`config.mk`:
```
export PLATFORM = sky130hd
export DESIGN_NAME = tpwm_core
export DESIGN_NICKNAME = d
export VERILOG_FILES = /design/src/tpwm_pkg.sv /design/src/tpwm_prescaler.sv /design/src/tpwm_core.sv
export SDC_FILE = /design/constraint.sdc
export NUM_CORES = 1
export LEC_CHECK = 0
export ABC_AREA = 1
export BUFFER_PORTS_ARGS = -buffer_cell sky130_fd_sc_hd__buf_2
export CAP_MARGIN = 20
export CELL_PAD_IN_SITES_DETAIL_PLACEMENT = 1
export CELL_PAD_IN_SITES_GLOBAL_PLACEMENT = 1
export CORE_MARGIN = 5
export CORE_UTILIZATION = 27
export DETAILED_ROUTE_END_ITERATION = 12
export GPL_TIMING_DRIVEN = 1
export PLACE_DENSITY_LB_ADDON = 0.1
export SETUP_SLACK_MARGIN = 0.2
export SLEW_MARGIN = 20
export SYNTH_ARGS = -nofsm -noshare
export SYNTH_HDL_FRONTEND = slang
export SYNTH_SLANG_ARGS = --single-unit
```
`constraint.sdc`:
```
create_clock -name pclk -period 2.6 [get_ports pclk]
set_input_delay 0.26 -clock pclk [delete_from_list [all_inputs] [get_ports pclk]]
set_output_delay 0.26 -clock pclk [all_outputs]
set_load 0.05 [all_outputs]
```
`src/tpwm_pkg.sv`:
```
// Shared constants and types for the 8-bit PWM timer
package tpwm_pkg;

	// Register byte offsets
	localparam logic [7:0] ADDR_CTRL = 8'h00;
	localparam logic [7:0] ADDR_COUNT = 8'h04;
	localparam logic [7:0] ADDR_CMP = 8'h08;
	localparam logic [7:0] ADDR_FLAGS = 8'h0C;
	localparam logic [7:0] ADDR_PIN = 8'h10;

	// Field positions
	localparam int CTRL_MODE_LSB = 0;
	localparam int CTRL_COM_LSB = 2;
	localparam int CTRL_CS_LSB = 4;
	localparam int CTRL_FORCE_BIT = 7;
	localparam int FLAG_OVF_BIT = 0;
	localparam int FLAG_CMP_BIT = 1;
	localparam int PIN_DIR_BIT = 0;
	localparam int PIN_PORT_BIT = 1;

	// Reset values
	localparam logic [7:0] CTRL_RESET = 8'h00;
	localparam logic [7:0] COUNT_RESET = 8'h00;
	localparam logic [7:0] CMP_RESET = 8'h00;
	localparam logic [7:0] PIN_RESET = 8'h00;

	// Counter limits
	localparam logic [7:0] CNT_MAX = 8'hFF;
	localparam logic [7:0] CNT_BOTTOM = 8'h00;

	// Prescaler masks for divide by 8, 64, 256 and 1024
	localparam logic [9:0] PRE_MASK_8 = 10'h007;
	localparam logic [9:0] PRE_MASK_64 = 10'h03F;
	localparam logic [9:0] PRE_MASK_256 = 10'h0FF;
	localparam logic [9:0] PRE_MASK_1024 = 10'h3FF;

	typedef enum logic [1:0] {
		MODE_NORMAL = 2'h0,
		MODE_PC_PWM = 2'h1,
		MODE_CTC = 2'h2,
		MODE_FAST_PWM = 2'h3
	} tpwm_mode_t;

	typedef enum logic [1:0] {
		COM_OFF = 2'h0,
		COM_TOGGLE = 2'h1,
		COM_CLEAR = 2'h2,
		COM_SET = 2'h3
	} tpwm_com_t;

	typedef enum logic [2:0] {
		CS_STOP = 3'h0,
		CS_DIV1 = 3'h1,
		CS_DIV8 = 3'h2,
		CS_DIV64 = 3'h3,
		CS_DIV256 = 3'h4,
		CS_DIV1024 = 3'h5,
		CS_EXT_FALL = 3'h6,
		CS_EXT_RISE = 3'h7
	} tpwm_cs_t;

	typedef enum logic {
		DIR_UP = 1'b0,
		DIR_DOWN = 1'b1
	} tpwm_dir_t;

endpackage

```
`src/tpwm_prescaler.sv`:
```
// Timer clock enable generator: prescaler and external edge source
`timescale 1ns/1ps
module tpwm_prescaler #(
	parameter int PRE_WIDTH = 10
) (
	// Clock and reset
	input wire logic pclk,
	input wire logic presetn,
	// Source selection
	input wire logic [2:0] clock_sel,
	input wire logic ext_clock_in,
	// Enable out
	output logic timer_clock_enable
);

	logic [PRE_WIDTH-1:0] pre_reg;
	logic ext_prev_reg;

	function automatic logic pre_hit(input logic [PRE_WIDTH-1:0] cnt,
		input logic [PRE_WIDTH-1:0] mask);
		pre_hit = (cnt & mask) == mask;
	endfunction

	// Free running divider, cleared while stopped
	always_ff @(posedge pclk or negedge presetn) begin
		if (!presetn) begin
			pre_reg <= '0;
		end else if (clock_sel == tpwm_pkg::CS_STOP) begin
			pre_reg <= '0;
		end else begin
			pre_reg <= pre_reg + 1'b1;
		end
	end

	always_ff @(posedge pclk or negedge presetn) begin
		if (!presetn) begin
			ext_prev_reg <= 1'b0;
		end else begin
			ext_prev_reg <= ext_clock_in;
		end
	end

	// One-cycle enable per timer tick
	always_comb begin
		unique case (tpwm_pkg::tpwm_cs_t'(clock_sel))
			tpwm_pkg::CS_STOP: timer_clock_enable = 1'b0;
			tpwm_pkg::CS_DIV1: timer_clock_enable = 1'b1;
			tpwm_pkg::CS_DIV8: timer_clock_enable = pre_hit(pre_reg, tpwm_pkg::PRE_MASK_8);
			tpwm_pkg::CS_DIV64: timer_clock_enable = pre_hit(pre_reg, tpwm_pkg::PRE_MASK_64);
			tpwm_pkg::CS_DIV256: timer_clock_enable = pre_hit(pre_reg, tpwm_pkg::PRE_MASK_256);
			tpwm_pkg::CS_DIV1024: timer_clock_enable = pre_hit(pre_reg, tpwm_pkg::PRE_MASK_1024);
			tpwm_pkg::CS_EXT_FALL: timer_clock_enable = ext_prev_reg & ~ext_clock_in;
			tpwm_pkg::CS_EXT_RISE: timer_clock_enable = ~ext_prev_reg & ext_clock_in;
		endcase
	end

endmodule // tpwm_prescaler

```
`src/tpwm_core.sv`:
```
// 8-bit timer with fast and phase correct PWM, APB registers
// Notes on behaviour
// - Mode 3 counts up from bottom to max, then restarts at bottom.
// - Fast non-inverting: clear output on match, set at bottom.
// - Fast inverting: set output on match, clear at bottom.
// - Fast mode: counter at max clears to bottom on next tick.
// - Fast mode sets overflow flag each time the counter reaches max.
// - Output mode two is non-inverted, three is inverted, in both PWM modes.
// - Output reaches the pin only while the pin direction is output.
// - Fast period is 256 ticks.
// - Tick is the I/O clock divided by 1, 8, 64, 256 or 1024, or an edge of the external clock.
// - Fast compare zero gives a one-tick spike; max gives a constant level.
// - Fast mode with output mode one toggles on every match.
// - Fast compare value is double buffered, loaded at bottom.
// - Mode 1 counts up bottom to max, then down to bottom, repeatedly.
// - Phase correct non-inverting clears on up match, sets on down match.
// - Phase correct resolution is eight bits; max lasts one tick.
// - Phase correct sets overflow flag each time the counter reaches bottom.
// - Phase correct period is 510 ticks.
// - Phase correct compare zero gives steady low, max steady high, non-inverted.
// - Leaving compare max, output takes the up-match level at max.
// - A missed up-count match still yields its transition at max.
// - All logic runs on pclk; the tick is only a one-cycle enable.
// - Max is 0xFF, bottom is zero.
// - PWM with compare at top ignores the match, acts at period boundary.
//
// Chosen here: the placing of the registers and register access over APB.
`timescale 1ns/1ps
module tpwm_core #(
	parameter int ADDR_WIDTH = 8
) (
	// Clock and reset
	input wire logic pclk,
	input wire logic presetn,
	// APB slave
	input wire logic psel,
	input wire logic penable,
	input wire logic pwrite,
	input wire logic [ADDR_WIDTH-1:0] paddr,
	input wire logic [31:0] pwdata,
	output logic [31:0] prdata,
	output logic pready,
	output logic pslverr,
	// External timer clock source
	input wire logic timer_ext_clock,
	// Waveform pin
	output logic compare_output_pin,
	output logic compare_output_pin_oe
);

	logic [7:0] ctrl_reg;
	logic [7:0] counter_value_reg;
	logic [7:0] cmp_buf_reg;
	logic [7:0] compare_value_reg;
	logic [7:0] pin_cfg_reg;
	logic overflow_flag_reg;
	logic compare_match_flag_reg;
	logic compare_output_reg;
	logic block_reg;
	logic [31:0] prdata_reg;
	tpwm_pkg::tpwm_dir_t dir_reg;

	logic timer_clock_enable;
	tpwm_pkg::tpwm_mode_t waveform_mode_sel;
	tpwm_pkg::tpwm_com_t compare_out_mode;
	logic [7:0] addr8;
	logic sel_ctrl, sel_count, sel_cmp, sel_flags, sel_pin, mapped;
	logic wr, cnt_wr, force_strobe;
	logic is_max, is_bottom, pwm_mode, match_raw;
	logic ovf_set, cmp_set, ovf_clr, cmp_clr;
	logic [31:0] rd_mux;

	// Compare action outside PWM modes
	function automatic logic nonpwm_level(input tpwm_pkg::tpwm_com_t com, input logic cur);
		unique case (com)
			tpwm_pkg::COM_OFF: nonpwm_level = cur;
			tpwm_pkg::COM_TOGGLE: nonpwm_level = ~cur;
			tpwm_pkg::COM_CLEAR: nonpwm_level = 1'b0;
			tpwm_pkg::COM_SET: nonpwm_level = 1'b1;
		endcase
	endfunction

	tpwm_prescaler #(
		.PRE_WIDTH(10)
	) u_prescaler (
		.pclk(pclk),
		.presetn(presetn),
		.clock_sel(ctrl_reg[tpwm_pkg::CTRL_CS_LSB +: 3]),
		.ext_clock_in(timer_ext_clock),
		.timer_clock_enable(timer_clock_enable)
	);

	// Field decode
	assign waveform_mode_sel = tpwm_pkg::tpwm_mode_t'(ctrl_reg[tpwm_pkg::CTRL_MODE_LSB +: 2]);
	assign compare_out_mode = tpwm_pkg::tpwm_com_t'(ctrl_reg[tpwm_pkg::CTRL_COM_LSB +: 2]);
	assign pwm_mode = (waveform_mode_sel == tpwm_pkg::MODE_FAST_PWM) ||
		(waveform_mode_sel == tpwm_pkg::MODE_PC_PWM);
	assign is_max = counter_value_reg == tpwm_pkg::CNT_MAX;
	assign is_bottom = counter_value_reg == tpwm_pkg::CNT_BOTTOM;
	assign match_raw = (counter_value_reg == compare_value_reg) && !block_reg;

	// Bus decode
	assign addr8 = paddr[7:0];
	assign sel_ctrl = addr8 == tpwm_pkg::ADDR_CTRL;
	assign sel_count = addr8 == tpwm_pkg::ADDR_COUNT;
	assign sel_cmp = addr8 == tpwm_pkg::ADDR_CMP;
	assign sel_flags = addr8 == tpwm_pkg::ADDR_FLAGS;
	assign sel_pin = addr8 == tpwm_pkg::ADDR_PIN;
	assign mapped = (sel_ctrl | sel_count | sel_cmp | sel_flags | sel_pin) &&
		(paddr >> 8) == '0;
	assign wr = psel & penable & pwrite & mapped;
	assign cnt_wr = wr & sel_count;
	assign force_strobe = wr & sel_ctrl & pwdata[tpwm_pkg::CTRL_FORCE_BIT];
	assign pready = 1'b1;
	assign pslverr = psel & penable & ~mapped;
	assign prdata = prdata_reg;

	always_comb begin
		rd_mux = 32'h0000_0000;
		if (sel_ctrl) begin
			rd_mux[7:0] = ctrl_reg;
		end else if (sel_count) begin
			rd_mux[7:0] = counter_value_reg;
		end else if (sel_cmp) begin
			rd_mux[7:0] = cmp_buf_reg;
		end else if (sel_flags) begin
			rd_mux[tpwm_pkg::FLAG_OVF_BIT] = overflow_flag_reg;
			rd_mux[tpwm_pkg::FLAG_CMP_BIT] = compare_match_flag_reg;
		end else if (sel_pin) begin
			rd_mux[7:0] = pin_cfg_reg;
		end
	end

	// Read data captured in the setup cycle
	always_ff @(posedge pclk or negedge presetn) begin
		if (!presetn) begin
			prdata_reg <= 32'h0000_0000;
		end else if (psel && !penable && !pwrite) begin
			prdata_reg <= rd_mux;
		end
	end

	// Control register; force strobe is not stored
	always_ff @(posedge pclk or negedge presetn) begin
		if (!presetn) begin
			ctrl_reg <= tpwm_pkg::CTRL_RESET;
		end else if (wr && sel_ctrl) begin
			ctrl_reg <= {1'b0, pwdata[6:0]};
		end
	end

	always_ff @(posedge pclk or negedge presetn) begin
		if (!presetn) begin
			pin_cfg_reg <= tpwm_pkg::PIN_RESET;
		end else if (wr && sel_pin) begin
			pin_cfg_reg <= {6'h00, pwdata[1:0]};
		end
	end

	// Compare buffer written by software
	always_ff @(posedge pclk or negedge presetn) begin
		if (!presetn) begin
			cmp_buf_reg <= tpwm_pkg::CMP_RESET;
		end else if (wr && sel_cmp) begin
			cmp_buf_reg <= pwdata[7:0];
		end
	end

	// Active compare value: loaded at bottom or top in PWM, at once otherwise
	always_ff @(posedge pclk or negedge presetn) begin
		if (!presetn) begin
			compare_value_reg <= tpwm_pkg::CMP_RESET;
		end else if (!pwm_mode) begin
			compare_value_reg <= (wr && sel_cmp) ? pwdata[7:0] : cmp_buf_reg;
		end else if (timer_clock_enable && is_max) begin
			compare_value_reg <= cmp_buf_reg;
		end
	end

	// Counter sequence
	always_ff @(posedge pclk or negedge presetn) begin
		if (!presetn) begin
			counter_value_reg <= tpwm_pkg::COUNT_RESET;
		end else if (cnt_wr) begin
			counter_value_reg <= pwdata[7:0];
		end else if (timer_clock_enable) begin
			unique case (waveform_mode_sel)
				tpwm_pkg::MODE_NORMAL: begin
					counter_value_reg <= counter_value_reg + 8'h01;
				end
				tpwm_pkg::MODE_CTC: begin
					counter_value_reg <= (counter_value_reg == compare_value_reg) ?
						tpwm_pkg::CNT_BOTTOM : counter_value_reg + 8'h01;
				end
				tpwm_pkg::MODE_FAST_PWM: begin
					counter_value_reg <= is_max ? tpwm_pkg::CNT_BOTTOM :
						counter_value_reg + 8'h01;
				end
				tpwm_pkg::MODE_PC_PWM: begin
					if (dir_reg == tpwm_pkg::DIR_UP) begin
						counter_value_reg <= is_max ? counter_value_reg - 8'h01 :
							counter_value_reg + 8'h01;
					end else begin
						counter_value_reg <= is_bottom ? counter_value_reg + 8'h01 :
							counter_value_reg - 8'h01;
					end
				end
			endcase
		end
	end

	// Count direction, reversed at max and at bottom
	always_ff @(posedge pclk or negedge presetn) begin
		if (!presetn) begin
			dir_reg <= tpwm_pkg::DIR_UP;
		end else if (waveform_mode_sel != tpwm_pkg::MODE_PC_PWM) begin
			dir_reg <= tpwm_pkg::DIR_UP;
		end else if (timer_clock_enable && is_max) begin
			dir_reg <= tpwm_pkg::DIR_DOWN;
		end else if (timer_clock_enable && is_bottom) begin
			dir_reg <= tpwm_pkg::DIR_UP;
		end
	end

	// A counter write blocks the match on the following tick
	always_ff @(posedge pclk or negedge presetn) begin
		if (!presetn) begin
			block_reg <= 1'b0;
		end else if (cnt_wr) begin
			block_reg <= 1'b1;
		end else if (timer_clock_enable) begin
			block_reg <= 1'b0;
		end
	end

	// Flags: write one to clear, a set in the same cycle wins
	assign ovf_set = timer_clock_enable &&
		((waveform_mode_sel == tpwm_pkg::MODE_PC_PWM) ? is_bottom : is_max);
	assign cmp_set = timer_clock_enable && match_raw;
	assign ovf_clr = wr && sel_flags && pwdata[tpwm_pkg::FLAG_OVF_BIT];
	assign cmp_clr = wr && sel_flags && pwdata[tpwm_pkg::FLAG_CMP_BIT];

	always_ff @(posedge pclk or negedge presetn) begin
		if (!presetn) begin
			overflow_flag_reg <= 1'b0;
		end else begin
			overflow_flag_reg <= ovf_set | (overflow_flag_reg & ~ovf_clr);
		end
	end

	always_ff @(posedge pclk or negedge presetn) begin
		if (!presetn) begin
			compare_match_flag_reg <= 1'b0;
		end else begin
			compare_match_flag_reg <= cmp_set | (compare_match_flag_reg & ~cmp_clr);
		end
	end

	// Waveform output register; bit 0 of the output mode picks the polarity
	always_ff @(posedge pclk or negedge presetn) begin
		if (!presetn) begin
			compare_output_reg <= 1'b0;
		end else if (force_strobe && !pwm_mode) begin
			compare_output_reg <= nonpwm_level(compare_out_mode, compare_output_reg);
		end else if (timer_clock_enable) begin
			unique case (waveform_mode_sel)
				tpwm_pkg::MODE_FAST_PWM: begin
					if (compare_out_mode == tpwm_pkg::COM_TOGGLE) begin
						if (match_raw) begin
							compare_output_reg <= ~compare_output_reg;
						end
					end else if (compare_out_mode != tpwm_pkg::COM_OFF) begin
						if (is_max) begin
							compare_output_reg <= ~compare_out_mode[0];
						end else if (match_raw && compare_value_reg != tpwm_pkg::CNT_MAX) begin
							compare_output_reg <= compare_out_mode[0];
						end
					end
				end
				tpwm_pkg::MODE_PC_PWM: begin
					if (compare_out_mode[1]) begin
						if (is_max) begin
							compare_output_reg <= (cmp_buf_reg == tpwm_pkg::CNT_MAX) ?
								~compare_out_mode[0] : compare_out_mode[0];
						end else if (match_raw) begin
							compare_output_reg <= (dir_reg == tpwm_pkg::DIR_UP || is_bottom) ?
								compare_out_mode[0] : ~compare_out_mode[0];
						end
					end
				end
				default: begin
					if (match_raw) begin
						compare_output_reg <= nonpwm_level(compare_out_mode, compare_output_reg);
					end
				end
			endcase
		end
	end

	// Pin override and direction gating
	assign compare_output_pin = (compare_out_mode != tpwm_pkg::COM_OFF) ?
		compare_output_reg : pin_cfg_reg[tpwm_pkg::PIN_PORT_BIT];
	assign compare_output_pin_oe = pin_cfg_reg[tpwm_pkg::PIN_DIR_BIT];
endmodule // tpwm_core

```
# Yosys cells after proc, flatten, opt, wreduce, memory -nomap -nowiden
# Cells that the tools add are included.
# word_totals
regBits	57
out_inout_bits	36
# op_classes
addsub	3
n_eq_ne	32
mux	41
bitwise_logic	25
n_reduce_logical	32
# ops
op	count
8-bit two-way mux	13
8-bit one-hot mux with 4 select lines	1
8-bit == test (second input constant)	3
1-bit two-way mux	20
8-bit by 4-bit == test with 1-bit output (second input constant)	2
8-bit zero test	2
3-bit == test (second input constant)	5
1-bit logical AND	15
1-bit AND	11
10-bit by 1-bit adder with 10-bit output (second input constant)	1
10-bit == test (second input constant)	1
10-bit two-way mux	1
8-bit by 1-bit adder with 8-bit output (second input constant)	1
2-bit == test (second input constant)	4
8-bit by 3-bit == test with 1-bit output (second input constant)	1
8-bit by 5-bit == test with 1-bit output (second input constant)	1
8-bit == test	1
8-bit != test (second input constant)	1
1-bit inverter	8
1-bit one-hot mux with 8 select lines	1
8-bit by 1-bit subtractor with 8-bit output (second input constant)	1
7-bit AND reduction	1
3-bit by 2-bit == test with 1-bit output (second input constant)	2
6-bit == test (second input constant)	1
other kinds (20)	35

# Logic depth before layout (Yosys ltp)
# Gate-level depths: netlist of run 1.
# logic_depth
word_depth	11
ltp_mapped	15
depth_no_buf	15

# Hierarchy
# A second synthesis of run 1 with hierarchy kept.
# unflattened
cells_unflattened	585
area_unflattened_um2	4021.4
# by_module_without_submodules
mod	n_inst	cells_per_inst	area_each_um2
tpwm_core	1	502	3399.5
tpwm_prescaler	1	83	621.8

# Worst setup path before layout of run 1
# Ideal clock, no wire load.
# synth_path
kind	flip-flop to flip-flop
from	register u_prescaler.pre_reg[0]
to	register compare_value_reg[0]
setup_time_ps	117
t_arrival_ps	1573
required_ps	2483
setup_slack_ps	910
path_stages_with_launch	13
path_buffers	0
synth_period_minus_slack_ps	1690
cell_sequence	dfrtp_1 ha_1 inv_1 nor2_1 nand2_1 nor3_1 nor2_1 nand3_2 nand2_1 nor2_2 nand2_1 nand2_1 nor2_1
# synth_between
elab_chain_cells	4
# synth_lines
element	line_no	source
start, declared	tpwm_prescaler.sv:16	logic [PRE_WIDTH-1:0] pre_reg;
start signal, assigned	tpwm_prescaler.sv:31	pre_reg <= pre_reg + 1'b1;
10-bit == test, or another cell as far along	tpwm_prescaler.sv:21	pre_hit = (cnt & mask) == mask;
1-bit one-hot mux with 8 select lines (*)	tpwm_prescaler.sv:45	unique case (tpwm_pkg::tpwm_cs_t'(clock_sel))
1-bit logical AND (*)	tpwm_core.sv:175	end else if (timer_clock_enable && is_max) begin
2-bit by 1-bit != test with 1-bit output (no source line) (*)	n/a	
end signal, assigned	tpwm_core.sv:172	compare_value_reg <= tpwm_pkg::CMP_RESET;
end signal, assigned	tpwm_core.sv:174	compare_value_reg <= (wr && sel_cmp) ? pwdata[7:0] : cmp_buf_reg;
end signal, assigned	tpwm_core.sv:176	compare_value_reg <= cmp_buf_reg;
end, declared	tpwm_core.sv:54	logic [7:0] compare_value_reg;
# Every way passes the cells marked *; elsewhere a longest branch is shown, timed or not.
# A chain may end at the register's enable or synchronous reset.

# Worst setup path in the final report of run 1
# layout_path
from	register counter_value_reg[1]
to	register counter_value_reg[4]
# layout_between
elab_chain_cells	6
# layout_lines
element	line_no	source
start, declared	tpwm_core.sv:52	logic [7:0] counter_value_reg;
start signal, assigned	tpwm_core.sv:183	counter_value_reg <= tpwm_pkg::COUNT_RESET;
start signal, assigned	tpwm_core.sv:185	counter_value_reg <= pwdata[7:0];
start signal, assigned	tpwm_core.sv:189	counter_value_reg <= counter_value_reg + 8'h01;
8-bit by 1-bit adder with 8-bit output, or another cell as far along	n/a	
8-bit two-way mux (on tied branches)	tpwm_core.sv:201, tpwm_core.sv:204	
8-bit two-way mux	tpwm_core.sv:200	if (dir_reg == tpwm_pkg::DIR_UP) begin
8-bit one-hot mux with 4 select lines (*)	tpwm_core.sv:187	unique case (waveform_mode_sel)
8-bit two-way mux (*)	tpwm_core.sv:186	end else if (timer_clock_enable) begin
8-bit two-way mux (*)	tpwm_core.sv:184	end else if (cnt_wr) begin
# Every way passes the cells marked *; elsewhere a longest branch is shown, timed or not. The select of a mux whose other input is x is not followed.

==> results of run 1 <==
-- final cells by class --
type                    count  area share, %
well taps                 180           5.09
inverters                  71           6.03
clock inverters             7           1.22
flip-flops and latches     57           32.3
repair buffers             34           4.24
multi-input cells         410           46.1
clock buffers               9           5.09
-- layout by cell type (no fill, tap or decap), types with 5 or more instances in the layout --
cell and n:
sky130_fd_sc_hd__a21oi_1 12, sky130_fd_sc_hd__buf_2 32, sky130_fd_sc_hd__clkbuf_16 9, sky130_fd_sc_hd__conb_1 25, sky130_fd_sc_hd__dfrtp_1 57, sky130_fd_sc_hd__ha_1 5
sky130_fd_sc_hd__inv_1 67, sky130_fd_sc_hd__nand2_1 161, sky130_fd_sc_hd__nand3_1 40, sky130_fd_sc_hd__nand4_1 9, sky130_fd_sc_hd__nor2_1 60, sky130_fd_sc_hd__nor3_1 7
sky130_fd_sc_hd__o21ai_0 30, sky130_fd_sc_hd__o21ai_2 7, sky130_fd_sc_hd__xor2_1 5
-- critical path: cells and delay by family (launching register included) --
kind                     cells  cell delay [ns]
AND/OR/NAND/NOR              9             1.00
flip-flops                   1             0.47
buffers and inverters        2             0.31
adder cells (fa/ha/maj)      1             0.23
-- report_power, final --
| group | leakage, uW | switching [uW] | internal [uW] | total, uW |
|---|---|---|---|---|
| combinational | 0.00141 | 424 | 168 | 592 |
| sequential | 0.000707 | 103 | 938 | 1040 |
| clock | 0.000128 | 462 | 650 | 1110 |
-- routing by layer --
layer / vias to the layer above / part of all wire (%)
li1: 1786 / -
met1: 1773 / 46
met2: 69 / 48
met3: 19 / 3.8
met4: 0 / 2.1
met5: - / 0
-- per-stage QoR --
step,worst slack (ns),total power [uW],util (%),cells,cell area [um^2]
4_1_cts,0.335,2800,31.7,768,4410
2_1_floorplan,0.910,1490,-,569,3950
3_3_place_gp,0.447,1650,29.7,752,4140
6_report,0.481,2740,31.7,768,4420
3_5_place_dp,0.384,1660,29.7,752,4140
5_1_grt,0.230,2920,31.7,768,4420
-- timing repair --
action                                 4_1_cts  5_1_grt
setup endpoints to repair                    0        8
setup buffers                                0        0
gates resized for setup                      0        2
endpoints found under the hold margin        0        0
-- worst paths after layout --
path	to	slack (ns)	cells past startpoint
hold / removal	prdata[0]$_DFFE_PN0P_	-0.02	1
setup reg to reg	counter_value_reg[4]$_DFFE_PN0P_	0.48	12
min in group pclk	u_prescaler.ext_prev_reg$_DFF_PN0_	0.07	1
hold reg to reg	prdata[2]$_DFFE_PN0P_	0.47	2
setup / recovery	counter_value_reg[4]$_DFFE_PN0P_	0.48	12
max in group asynchronous	counter_value_reg[4]$_DFFE_PN0P_	1.99	2
-- logic make-up after synthesis --
family / count (synthesis) / synth area share, %
adders and majority gates: 5 / 1.62
and+or+nand+nor: 302 / 35.4
buffers and inverters: 102 / 12.8
DFF: 57 / 36.9
muxes: 5 / 1.33
other: 2 / 0.194
xor gates and xnor gates: 6 / 1.36
AOI/OAI and AO/OA: 67 / 10.4
==> results.py, run 1 <==
metrics = {
    "layout": {
        "final-seq-area_mm2": 0.00143,
        "diodes": 0,
        "filler_cell_count": 1742,
        "flow.area_growth_from_synthesis_pct": 14.5,
        "fin_nets": 634,
        "final_layout_size_suffix_gt1_share_pct": 13.6,
        "multiInputGateArea_mm2": 0.00204,
        "largest_register_ffs": 10,
    },
    "die": {
        "starting_density_of_the_core_pct": 27.7,
        "placementRows": 43,
        "design.die.area_mm2": 0.0168,
        "core_region_area_mm2": 0.0139,
        "die_w_um": 130,
        "die_h_um": 130,
        "num_io_pins": 82,
    },
    "global_routing": {
        "grt_pass1_wl_mm": 20.0,
        "antenna_found_initial": 0,
        "all_layer_global_routing_usage_pct": 15.5,
        "gr_util_met2_pct": 25.9,
        "grt_use_met3_pct": 3.22,
        "grt-ovfl-total": 0,
        "use_met1_pct": 19.9,
        "global_route.peak_usage_layer": "met2",
        "grt_start_max_net_pins": 32,
        "grt_pass1_vias": 3783,
    },
    "drt": {
        "finalWirelength_mm": 12.4,
        "drt_iter0_markers": 187,
        "wl_per_cell_um": 16.1,
        "drc_errors": 0,
        "routed_via_density": 4.75,
        "antenna_violating_nets_post_route": 0,
        "dr.pass1.iters": 4,
        "dr_total_vias": 3647,
    },
    "clock_network": {
        "clock_sink_count": 57,
        "cts_inserted_buffers": 9,
        "cts_htree_levels": 3,
        "clk_tree_root_cell": "sky130_fd_sc_hd__clkbuf_16",
        "cts-hold-fix-buffers": 0,
        "cts.path.max_buffers": 2,
        "clkTransAtPathRegs_ns": 0.06,
        "clock_latency_ns": 0.34,
        "cts_tree": "done",
    },
    "setup_path": {
        "crit_path_cell_trace": "ha_1 -> nand2_1 -> nor2_1 -> nand2_2 -> inv_1 -> nor2_1 -> inv_1 -> nand4_2 -> nand2_1 -> nand3_1 -> nand2_1 -> nand2_1",
        "critical_path_peak_fanout": 6,
        "crit_start": "counter_value_reg[1]$_DFFE_PN0P_",
        "rr_startpoint": "counter_value_reg[1]$_DFFE_PN0P_",
        "crit_path_end_kind": "flip-flop",
        "worst-endpoint-arrival_ns": 2.35,
        "delay_of_the_slowest_critical_path_stage_ns": 0.47,
        "cpMaxStageDelayCell": "sky130_fd_sc_hd__dfrtp_1",
        "kind_of_launch_point_of_the_worst_setup_path": "flip-flop",
        "crit_top_cell": "sky130_fd_sc_hd__nand2_1",
        "path_class": "reg -> reg",
        "worstPathRequired_ns": 2.83,
    },
    "timing": {
        "final.hold.worst_slack_ns": -0.0159,
        "fmax_mhz": 472,
        "finalMaxSlewViolations": 0,
        "post-route-min-period_ns": 2.12,
        "relSlewSlack_pct": 49.8,
        "setup_total_negative_slack_ns": 0,
        "grt_setup_unrepaired": "no",
        "report.final.hold_viol_count": 11,
        "max_slew.worst_pin.slew_ns": 0.753,
        "setup_viol": 0,
        "period_share_pct": 81.5,
        "skew_ns": 0.00471,
    },
    "synth": {
        "ys_seq_elements": 57,
        "average_cell_area_after_synthesis_um2": 7.07,
        "biggest_area_consumer_among_synthesized_cells": "sky130_fd_sc_hd__dfrtp_1",
        "yosys.cell_count.top_type": "sky130_fd_sc_hd__nand2_1",
        "synth_area_leaders": "sky130_fd_sc_hd__dfrtp_1, sky130_fd_sc_hd__nand2_1, sky130_fd_sc_hd__inv_1",
        "yosysWarnings": 0,
        "netlist_top_cells_count": "sky130_fd_sc_hd__nand2_1, sky130_fd_sc_hd__inv_1, sky130_fd_sc_hd__nor2_1",
        "netlist-cell-type-count": 41,
        "async_flop_share_pct": 100,
        "synth.cell_area_mm2": 0.00386,
        "syn_inst": 546,
        "synth_sequential_area_ratio_pct": 36.9,
        "synth_flop_cell": "sky130_fd_sc_hd__dfrtp_1",
        "synth-edff-count": 0,
        "netlist.area_leader.share_pct": 36.9,
    },
    "status": {
        "run_status": "finished, violations left",
        "failed_checks": "hold timing",
    },
    "pwr": {
        "p_leak_uw": 0.00225,
        "vdd_ir_drop_max_mv": 0.300,
        "cellPowerDensity_mw_per_mm2": 621,
    },
    "placed_design": {
        "dp_hpwl_mm": 9.83,
        "gp_congestion": 0.848,
        "place.port_buffers": 32,
    },
    "run": {
        "drv_cap": 0,
    },
    "min_path": {
        "hold_path_class": "in -> async",
    },
}
(Power assumes the default switching activity.)
==> inputs of run 2 (changes only) <==
==> constraint.sdc (replaced) <==
create_clock -name pclk -period 2.05 [get_ports pclk]
set_input_delay 0.205 -clock pclk [delete_from_list [all_inputs] [get_ports pclk]]
set_output_delay 0.205 -clock pclk [all_outputs]
set_load 0.05 [all_outputs]
==> results.py, run 2 (same netlist as run 1, synthesis figures left out) <==
metrics = {
    "status": {
        "run_status": "complete, no violations",
    },
    "timing": {
        "grt_setup_unrepaired": "yes",
        "relSlewSlack_pct": 63.6,
        "report.final.hold_viol_count": 0,
        "skew_ns": 0.0114,
        "fmax_mhz": 563,
        "post-route-min-period_ns": 1.78,
        "max_slew.worst_pin.slew_ns": 0.544,
        "final.hold.worst_slack_ns": 0.0187,
        "finalMaxSlewViolations": 0,
        "setup_viol": 0,
        "period_share_pct": 86.6,
    },
    "pwr": {
        "power_frac_seq_pct": 32.6,
        "comb_power_share_pct": 26.9,
        "power_report.internal_total_uw": 2590,
        "vdd_ir_drop_max_mv": 0.342,
        "p_leak_uw": 0.00248,
        "power_switching_share_pct": 34.4,
        "totalPowerFinal_uw": 3940,
        "netSwitchingPower_uw": 1360,
        "cellPowerDensity_mw_per_mm2": 788,
        "clock_power_share_pct": 40.5,
    },
    "clock_network": {
        "clk_tree_root_cell": "sky130_fd_sc_hd__clkbuf_16",
        "cts_htree_levels": 3,
        "clock_latency_ns": 0.34,
        "clock_sink_count": 57,
        "cts_tree": "done",
        "clkTransAtPathRegs_ns": 0.06,
        "cts_inserted_buffers": 9,
        "cts.path.max_buffers": 2,
    },
    "layout": {
        "final_layout_size_suffix_gt1_share_pct": 27.8,
        "finished_core_util_pct": 35.9,
        "largest_register_ffs": 10,
        "fin_nets": 672,
        "layout.cells.most_common_list": "sky130_fd_sc_hd__nand2_1, sky130_fd_sc_hd__inv_1, sky130_fd_sc_hd__dfrtp_1",
        "final_common_cell": "sky130_fd_sc_hd__nand2_1",
        "fin_cells": 806,
        "diodes": 0,
        "postLayoutCellArea_mm2": 0.00501,
        "flow.area_growth_from_synthesis_pct": 29.6,
        "filler_cell_count": 1737,
    },
    "global_routing": {
        "all_layer_global_routing_usage_pct": 16.3,
        "antenna_found_initial": 0,
        "grt_pass1_vias": 3919,
        "grt-ovfl-total": 0,
        "grt_pass1_wl_mm": 21.0,
        "grt_start_max_net_pins": 58,
    },
    "setup_path": {
        "timing.critical_path.max_delay_family": "buffers and inverters",
        "crit_path_buffers_inverters": 2,
        "critical_path_peak_fanout": 4,
        "rr_startpoint": "u_prescaler.pre_reg[1]$_DFF_PN0_",
        "path_class": "reg -> out",
        "crit_start": "ctrl_reg[3]$_DFFE_PN0N_",
        "cpMaxStageDelayCell": "sky130_fd_sc_hd__dfrtp_1",
        "worst-endpoint-arrival_ns": 1.57,
        "crit_path_end_kind": "output port",
        "delay_of_the_slowest_critical_path_stage_ns": 0.41,
        "kind_of_launch_point_of_the_worst_setup_path": "flip-flop",
        "worstPathRequired_ns": 1.85,
        "crit_path_cell_trace": "inv_1 -> nand2_1 -> mux2_2 -> buf_2",
    },
    "die": {
        "num_io_pins": 82,
        "placementRows": 43,
        "die_h_um": 130,
        "starting_density_of_the_core_pct": 27.7,
        "die_w_um": 130,
        "core_region_area_mm2": 0.0139,
        "design.die.area_mm2": 0.0168,
    },
    "placed_design": {
        "dp_cells": 780,
        "detailed_place.area_mm2": 0.00435,
        "gp_congestion": 0.849,
        "dp_hpwl_mm": 10.2,
        "place.port_buffers": 32,
    },
    "drt": {
        "routed_via_density": 4.70,
        "antenna_violating_nets_post_route": 0,
        "drc_errors": 0,
        "dr.pass1.iters": 5,
        "drt_iter0_markers": 168,
        "finalWirelength_mm": 13.0,
        "dr_total_vias": 3787,
        "wl_per_cell_um": 16.1,
    },
    "run": {
        "drv_cap": 0,
    },
    "min_path": {
        "hold_path_class": "in -> reg",
        "worst_hold_startpoint": "timer_ext_clock",
    },
}
==> run 2: cell count changes in the layout (fill, tap and decap cells not counted), moves of 5 or more <==
cell and change:
sky130_fd_sc_hd__buf_4 +34, sky130_fd_sc_hd__dfrtp_1 -5, sky130_fd_sc_hd__dfrtp_2 +5, sky130_fd_sc_hd__inv_1 -10, sky130_fd_sc_hd__inv_2 +7, sky130_fd_sc_hd__nand2_1 -14
sky130_fd_sc_hd__nand2_2 +11, sky130_fd_sc_hd__nand3_1 -6, sky130_fd_sc_hd__nand3_2 +5, sky130_fd_sc_hd__nor2_1 -11, sky130_fd_sc_hd__nor2_2 +5, sky130_fd_sc_hd__nor2_4 +6
==> run 2: metal layers <==
layer | track usage, % | up-vias | share of wire (%) | wire length, um
met5 | 0 | - | 0 | 0
met4 | 5.38 | 0 | 1.3 | 174
met3 | 2.60 | 12 | 3.1 | 400
met2 | 26.6 | 65 | 49 | 6330
met1 | 21.9 | 1844 | 47 | 6100
li1 | - | 1866 | - | -
==> run 2: metrics by stage <==
stage          setup TNS [ns]  worst slack, ns
6_report                    0            0.274
5_1_grt                     0            0.141
4_1_cts                     0            0.202
3_5_place_dp          -0.0135          -0.0135
3_3_place_gp                0           0.0296
2_1_floorplan               0            0.360
==> run 2: repair_timing <==
action	4_1_cts	5_1_grt
gates resized for setup	33	51
hold buffers	1	0
buffers inserted	2	7
setup endpoints to repair	18	20
hold endpoints to repair	57	0
pin swaps	7	18
cloned	0	0
==> run 2: worst paths after layout <==
path	cells past startpoint	end	slack [ns]
worst max-delay path	4	compare_output_pin	0.27
worst min-delay path	1	u_prescaler.ext_prev_reg$_DFF_PN0_	0.02
worst max register to register	14	compare_output_reg$_DFFE_PN0P_	0.28
worst min register to register	2	prdata[2]$_DFFE_PN0P_	0.48
max in group asynchronous	3	counter_value_reg[2]$_DFFE_PN0P_	1.33
min in group asynchronous	3	prdata[0]$_DFFE_PN0P_	0.41
==> run 2: worst reg2reg max path, cell delays in order, from the launching register on <==
cell                      delay, ns
sky130_fd_sc_hd__dfrtp_1       0.41
sky130_fd_sc_hd__ha_4          0.19
sky130_fd_sc_hd__inv_2         0.07
sky130_fd_sc_hd__nor2_4        0.04
sky130_fd_sc_hd__nand2_2       0.09
sky130_fd_sc_hd__nor3_2        0.05
sky130_fd_sc_hd__nor2_2        0.16
sky130_fd_sc_hd__nand3_4       0.15
sky130_fd_sc_hd__buf_6         0.17
sky130_fd_sc_hd__nand3_2       0.06
sky130_fd_sc_hd__nand2_2       0.07
sky130_fd_sc_hd__nand2_2       0.06
sky130_fd_sc_hd__nand2_1       0.05
sky130_fd_sc_hd__nand2_1       0.05
sky130_fd_sc_hd__inv_1         0.03
==> run 2: power by group through the flow <==
stage	Combinational (uW)	Sequential (uW)	Clock, uW
finish	1060	1290	1600
global route	1180	1300	1680
CTS	978	1280	1620
detailed placement	942	1300	0
global placement	937	1300	0
floorplan	623	1270	0
==> run 2: area by class of cell <==
| class | instances | area [um^2] | area share [%] |
|---|---|---|---|
| Inverter | 71 | 277 | 5.52 |
| Timing Repair Buffer | 72 | 487 | 9.72 |
| Multi-Input combinational cell | 410 | 2270 | 45.4 |
| Sequential cell | 57 | 1430 | 28.6 |
| Clock inverter | 5 | 61.3 | 1.22 |
| Clock buffer | 11 | 253 | 5.05 |
| Tap cell | 180 | 225 | 4.50 |
==> inputs of run 3 (changes only) <==
--- a/config.mk
+++ b/config.mk
@@ -11,7 +11,7 @@
 export CELL_PAD_IN_SITES_DETAIL_PLACEMENT = 1
 export CELL_PAD_IN_SITES_GLOBAL_PLACEMENT = 1
 export CORE_MARGIN = 5
-export CORE_UTILIZATION = 27
+export CORE_UTILIZATION = 39
 export DETAILED_ROUTE_END_ITERATION = 12
 export GPL_TIMING_DRIVEN = 1
 export PLACE_DENSITY_LB_ADDON = 0.1
==> results.py, run 3 (same netlist as run 1, synthesis figures left out) <==
metrics = {
    "status": {
        "run_status": "complete, no violations",
    },
    "clock_network": {
        "clkTransAtPathRegs_ns": 0.07,
        "cts_tree": "done",
        "cts.path.max_buffers": 2,
        "clock_latency_ns": 0.34,
        "clock_sink_count": 57,
        "cts_htree_levels": 3,
        "cts_inserted_buffers": 9,
        "clk_tree_root_cell": "sky130_fd_sc_hd__clkbuf_8",
    },
    "layout": {
        "flow.area_growth_from_synthesis_pct": 25.5,
        "fin_nets": 671,
        "finished_core_util_pct": 49.8,
        "final_layout_size_suffix_gt1_share_pct": 28.5,
        "diodes": 0,
        "layout.cells.most_common_list": "sky130_fd_sc_hd__nand2_1, sky130_fd_sc_hd__inv_1, sky130_fd_sc_hd__nor2_1, sky130_fd_sc_hd__dfrtp_1, sky130_fd_sc_hd__buf_4",
        "final_common_cell": "sky130_fd_sc_hd__nand2_1",
        "largest_register_ffs": 10,
    },
    "placed_design": {
        "dp_hpwl_mm": 9.21,
        "place.port_buffers": 32,
        "place_worst_setup_slack_ns": 0.0242,
        "gp_congestion": 0.793,
    },
    "timing": {
        "fmax_mhz": 516,
        "post-route-min-period_ns": 1.94,
        "skew_ns": 0.0195,
        "period_share_pct": 94.6,
        "worst_setup_slack_final_ns": 0.111,
        "setup_viol": 0,
        "report.final.hold_viol_count": 0,
        "max_slew.worst_pin.slew_ns": 0.585,
        "grt_setup_unrepaired": "yes",
        "relSlewSlack_pct": 60.8,
        "finalMaxSlewViolations": 0,
        "setup_total_negative_slack_ns": 0,
    },
    "drt": {
        "routed_via_density": 5.08,
        "drt_iter0_markers": 176,
        "dr_total_vias": 3847,
        "finalWirelength_mm": 12.6,
        "wl_per_cell_um": 16.7,
        "drc_errors": 0,
        "antenna_violating_nets_post_route": 0,
        "dr.pass1.iters": 4,
    },
    "pwr": {
        "cellPowerDensity_mw_per_mm2": 701,
        "vdd_ir_drop_max_mv": 0.357,
        "p_leak_uw": 0.00251,
        "totalPowerFinal_uw": 3400,
    },
    "min_path": {
        "hold_path_class": "in -> reg",
        "worst_case_hold_path_end_point": "u_prescaler.ext_prev_reg$_DFF_PN0_",
        "min_path_cells": 1,
        "worst_hold_startpoint": "timer_ext_clock",
    },
    "setup_path": {
        "crit_path_cell_trace": "ha_4 -> ha_4 -> nand3_2 -> nand2_2 -> nor2_2 -> nand3_4 -> buf_4 -> nand2_4 -> o21ai_0 -> nand2_1 -> nand2_1",
        "worst-endpoint-arrival_ns": 2.15,
        "path_class": "reg -> reg",
        "rrSetupSlack_ns": 0.11,
        "crit_path_end_kind": "flip-flop",
        "critical_path_peak_fanout": 7,
        "worst-r2r-cell-count": 11,
        "worstReg2RegEnd": "counter_value_reg[7]$_DFFE_PN0P_",
        "kind_of_launch_point_of_the_worst_setup_path": "flip-flop",
        "rr_startpoint": "u_prescaler.pre_reg[1]$_DFF_PN0_",
        "delay_of_the_slowest_critical_path_stage_ns": 0.41,
        "worstPathRequired_ns": 2.27,
        "cpMaxStageDelayCell": "sky130_fd_sc_hd__dfrtp_1",
    },
    "run": {
        "drv_cap": 0,
    },
    "die": {
        "design.die.area_mm2": 0.0120,
        "starting_density_of_the_core_pct": 39.7,
        "die_h_um": 110,
        "die_w_um": 110,
        "num_io_pins": 82,
        "placementRows": 36,
        "core_region_area_mm2": 0.00973,
    },
    "global_routing": {
        "antenna_found_initial": 0,
        "grt_pass1_vias": 3918,
        "grt_pass1_wl_mm": 19.8,
        "all_layer_global_routing_usage_pct": 21.5,
        "grt_start_max_net_pins": 36,
        "grt-ovfl-total": 0,
    },
}
==> run 3: changes by cell type in the layout (fill, tap and decap cells not counted), moves of 3 or more <==
cell	delta
sky130_fd_sc_hd__clkbuf_8	+9
sky130_fd_sc_hd__nand2_4	+4
sky130_fd_sc_hd__nand2_1	-9
sky130_fd_sc_hd__clkinvlp_4	-3
sky130_fd_sc_hd__clkbuf_16	-9
sky130_fd_sc_hd__nand2_2	+5
sky130_fd_sc_hd__nor2_4	-3
==> run 3: layout make-up <==
type                            instances  area, um^2
Clock inverter                          3        40.0
Timing Repair Buffer                   71         483
Multi-Input combinational cell        410        2300
Sequential cell                        57        1430
Fill cell                            1273        4880
Inverter                               71         274
Tap cell                              133         166
Clock buffer                           12         155
==> run 3: timing repair <==
action                                  CTS  global route
setup buffers                             8            13
cloned                                    0             0
pin swaps                                 5            27
endpoints found under the setup margin   19            20
hold endpoints to repair                 22             0
gates resized for setup                  27            68
hold buffers                              1             0
==> run 3: worst max-delay path by stage <==
stage                                           from                               end  slack, ns
floorplan           u_prescaler.pre_reg[0]$_DFF_PN0_  compare_value_reg[0]$_DFFE_PN0P_       0.36
global placement    counter_value_reg[0]$_DFFE_PN0P_  counter_value_reg[4]$_DFFE_PN0P_       0.12
detailed placement  counter_value_reg[0]$_DFFE_PN0P_  counter_value_reg[2]$_DFFE_PN0P_       0.02
CTS                 counter_value_reg[0]$_DFFE_PN0P_  counter_value_reg[2]$_DFFE_PN0P_       0.19
global route        counter_value_reg[4]$_DFFE_PN0P_  counter_value_reg[7]$_DFFE_PN0P_       0.04
finish              u_prescaler.pre_reg[1]$_DFF_PN0_  counter_value_reg[7]$_DFFE_PN0P_       0.11
==> run 3: routing by layer <==
layer	wire [um]	GRT usage [%]	part of all wire [%]
met4	173	5.52	1.4
met5	0	0	0
met3	570	3.17	4.5
met1	5600	29.4	44
met2	6260	35.8	50
==> run 3: power by group <==
group / switching [uW] / internal (uW)
sequential: 114 / 1190
combinational: 660 / 351
clock: 462 / 618
==> run 3: critical path, delay by kind of cell (launching register included) <==
family                   cells  cell delay [ns]
flip-flops                   1             0.41
buffers and inverters        1             0.19
adder cells (fa/ha/maj)      2             0.36
AND/OR/NAND/NOR              7             0.74
AO/OA/AOI/OAI                1             0.11
==> run 3: per-stage QoR <==
stage               instances  hold WS, ns  cell area, um^2
global route              757      0.00785             4850
detailed placement        720        0.220             4190
CTS                       744     0.000257             4520
finish                    757       0.0177             4850
floorplan                 569      -0.0906             3950
global placement          720        0.222             4190
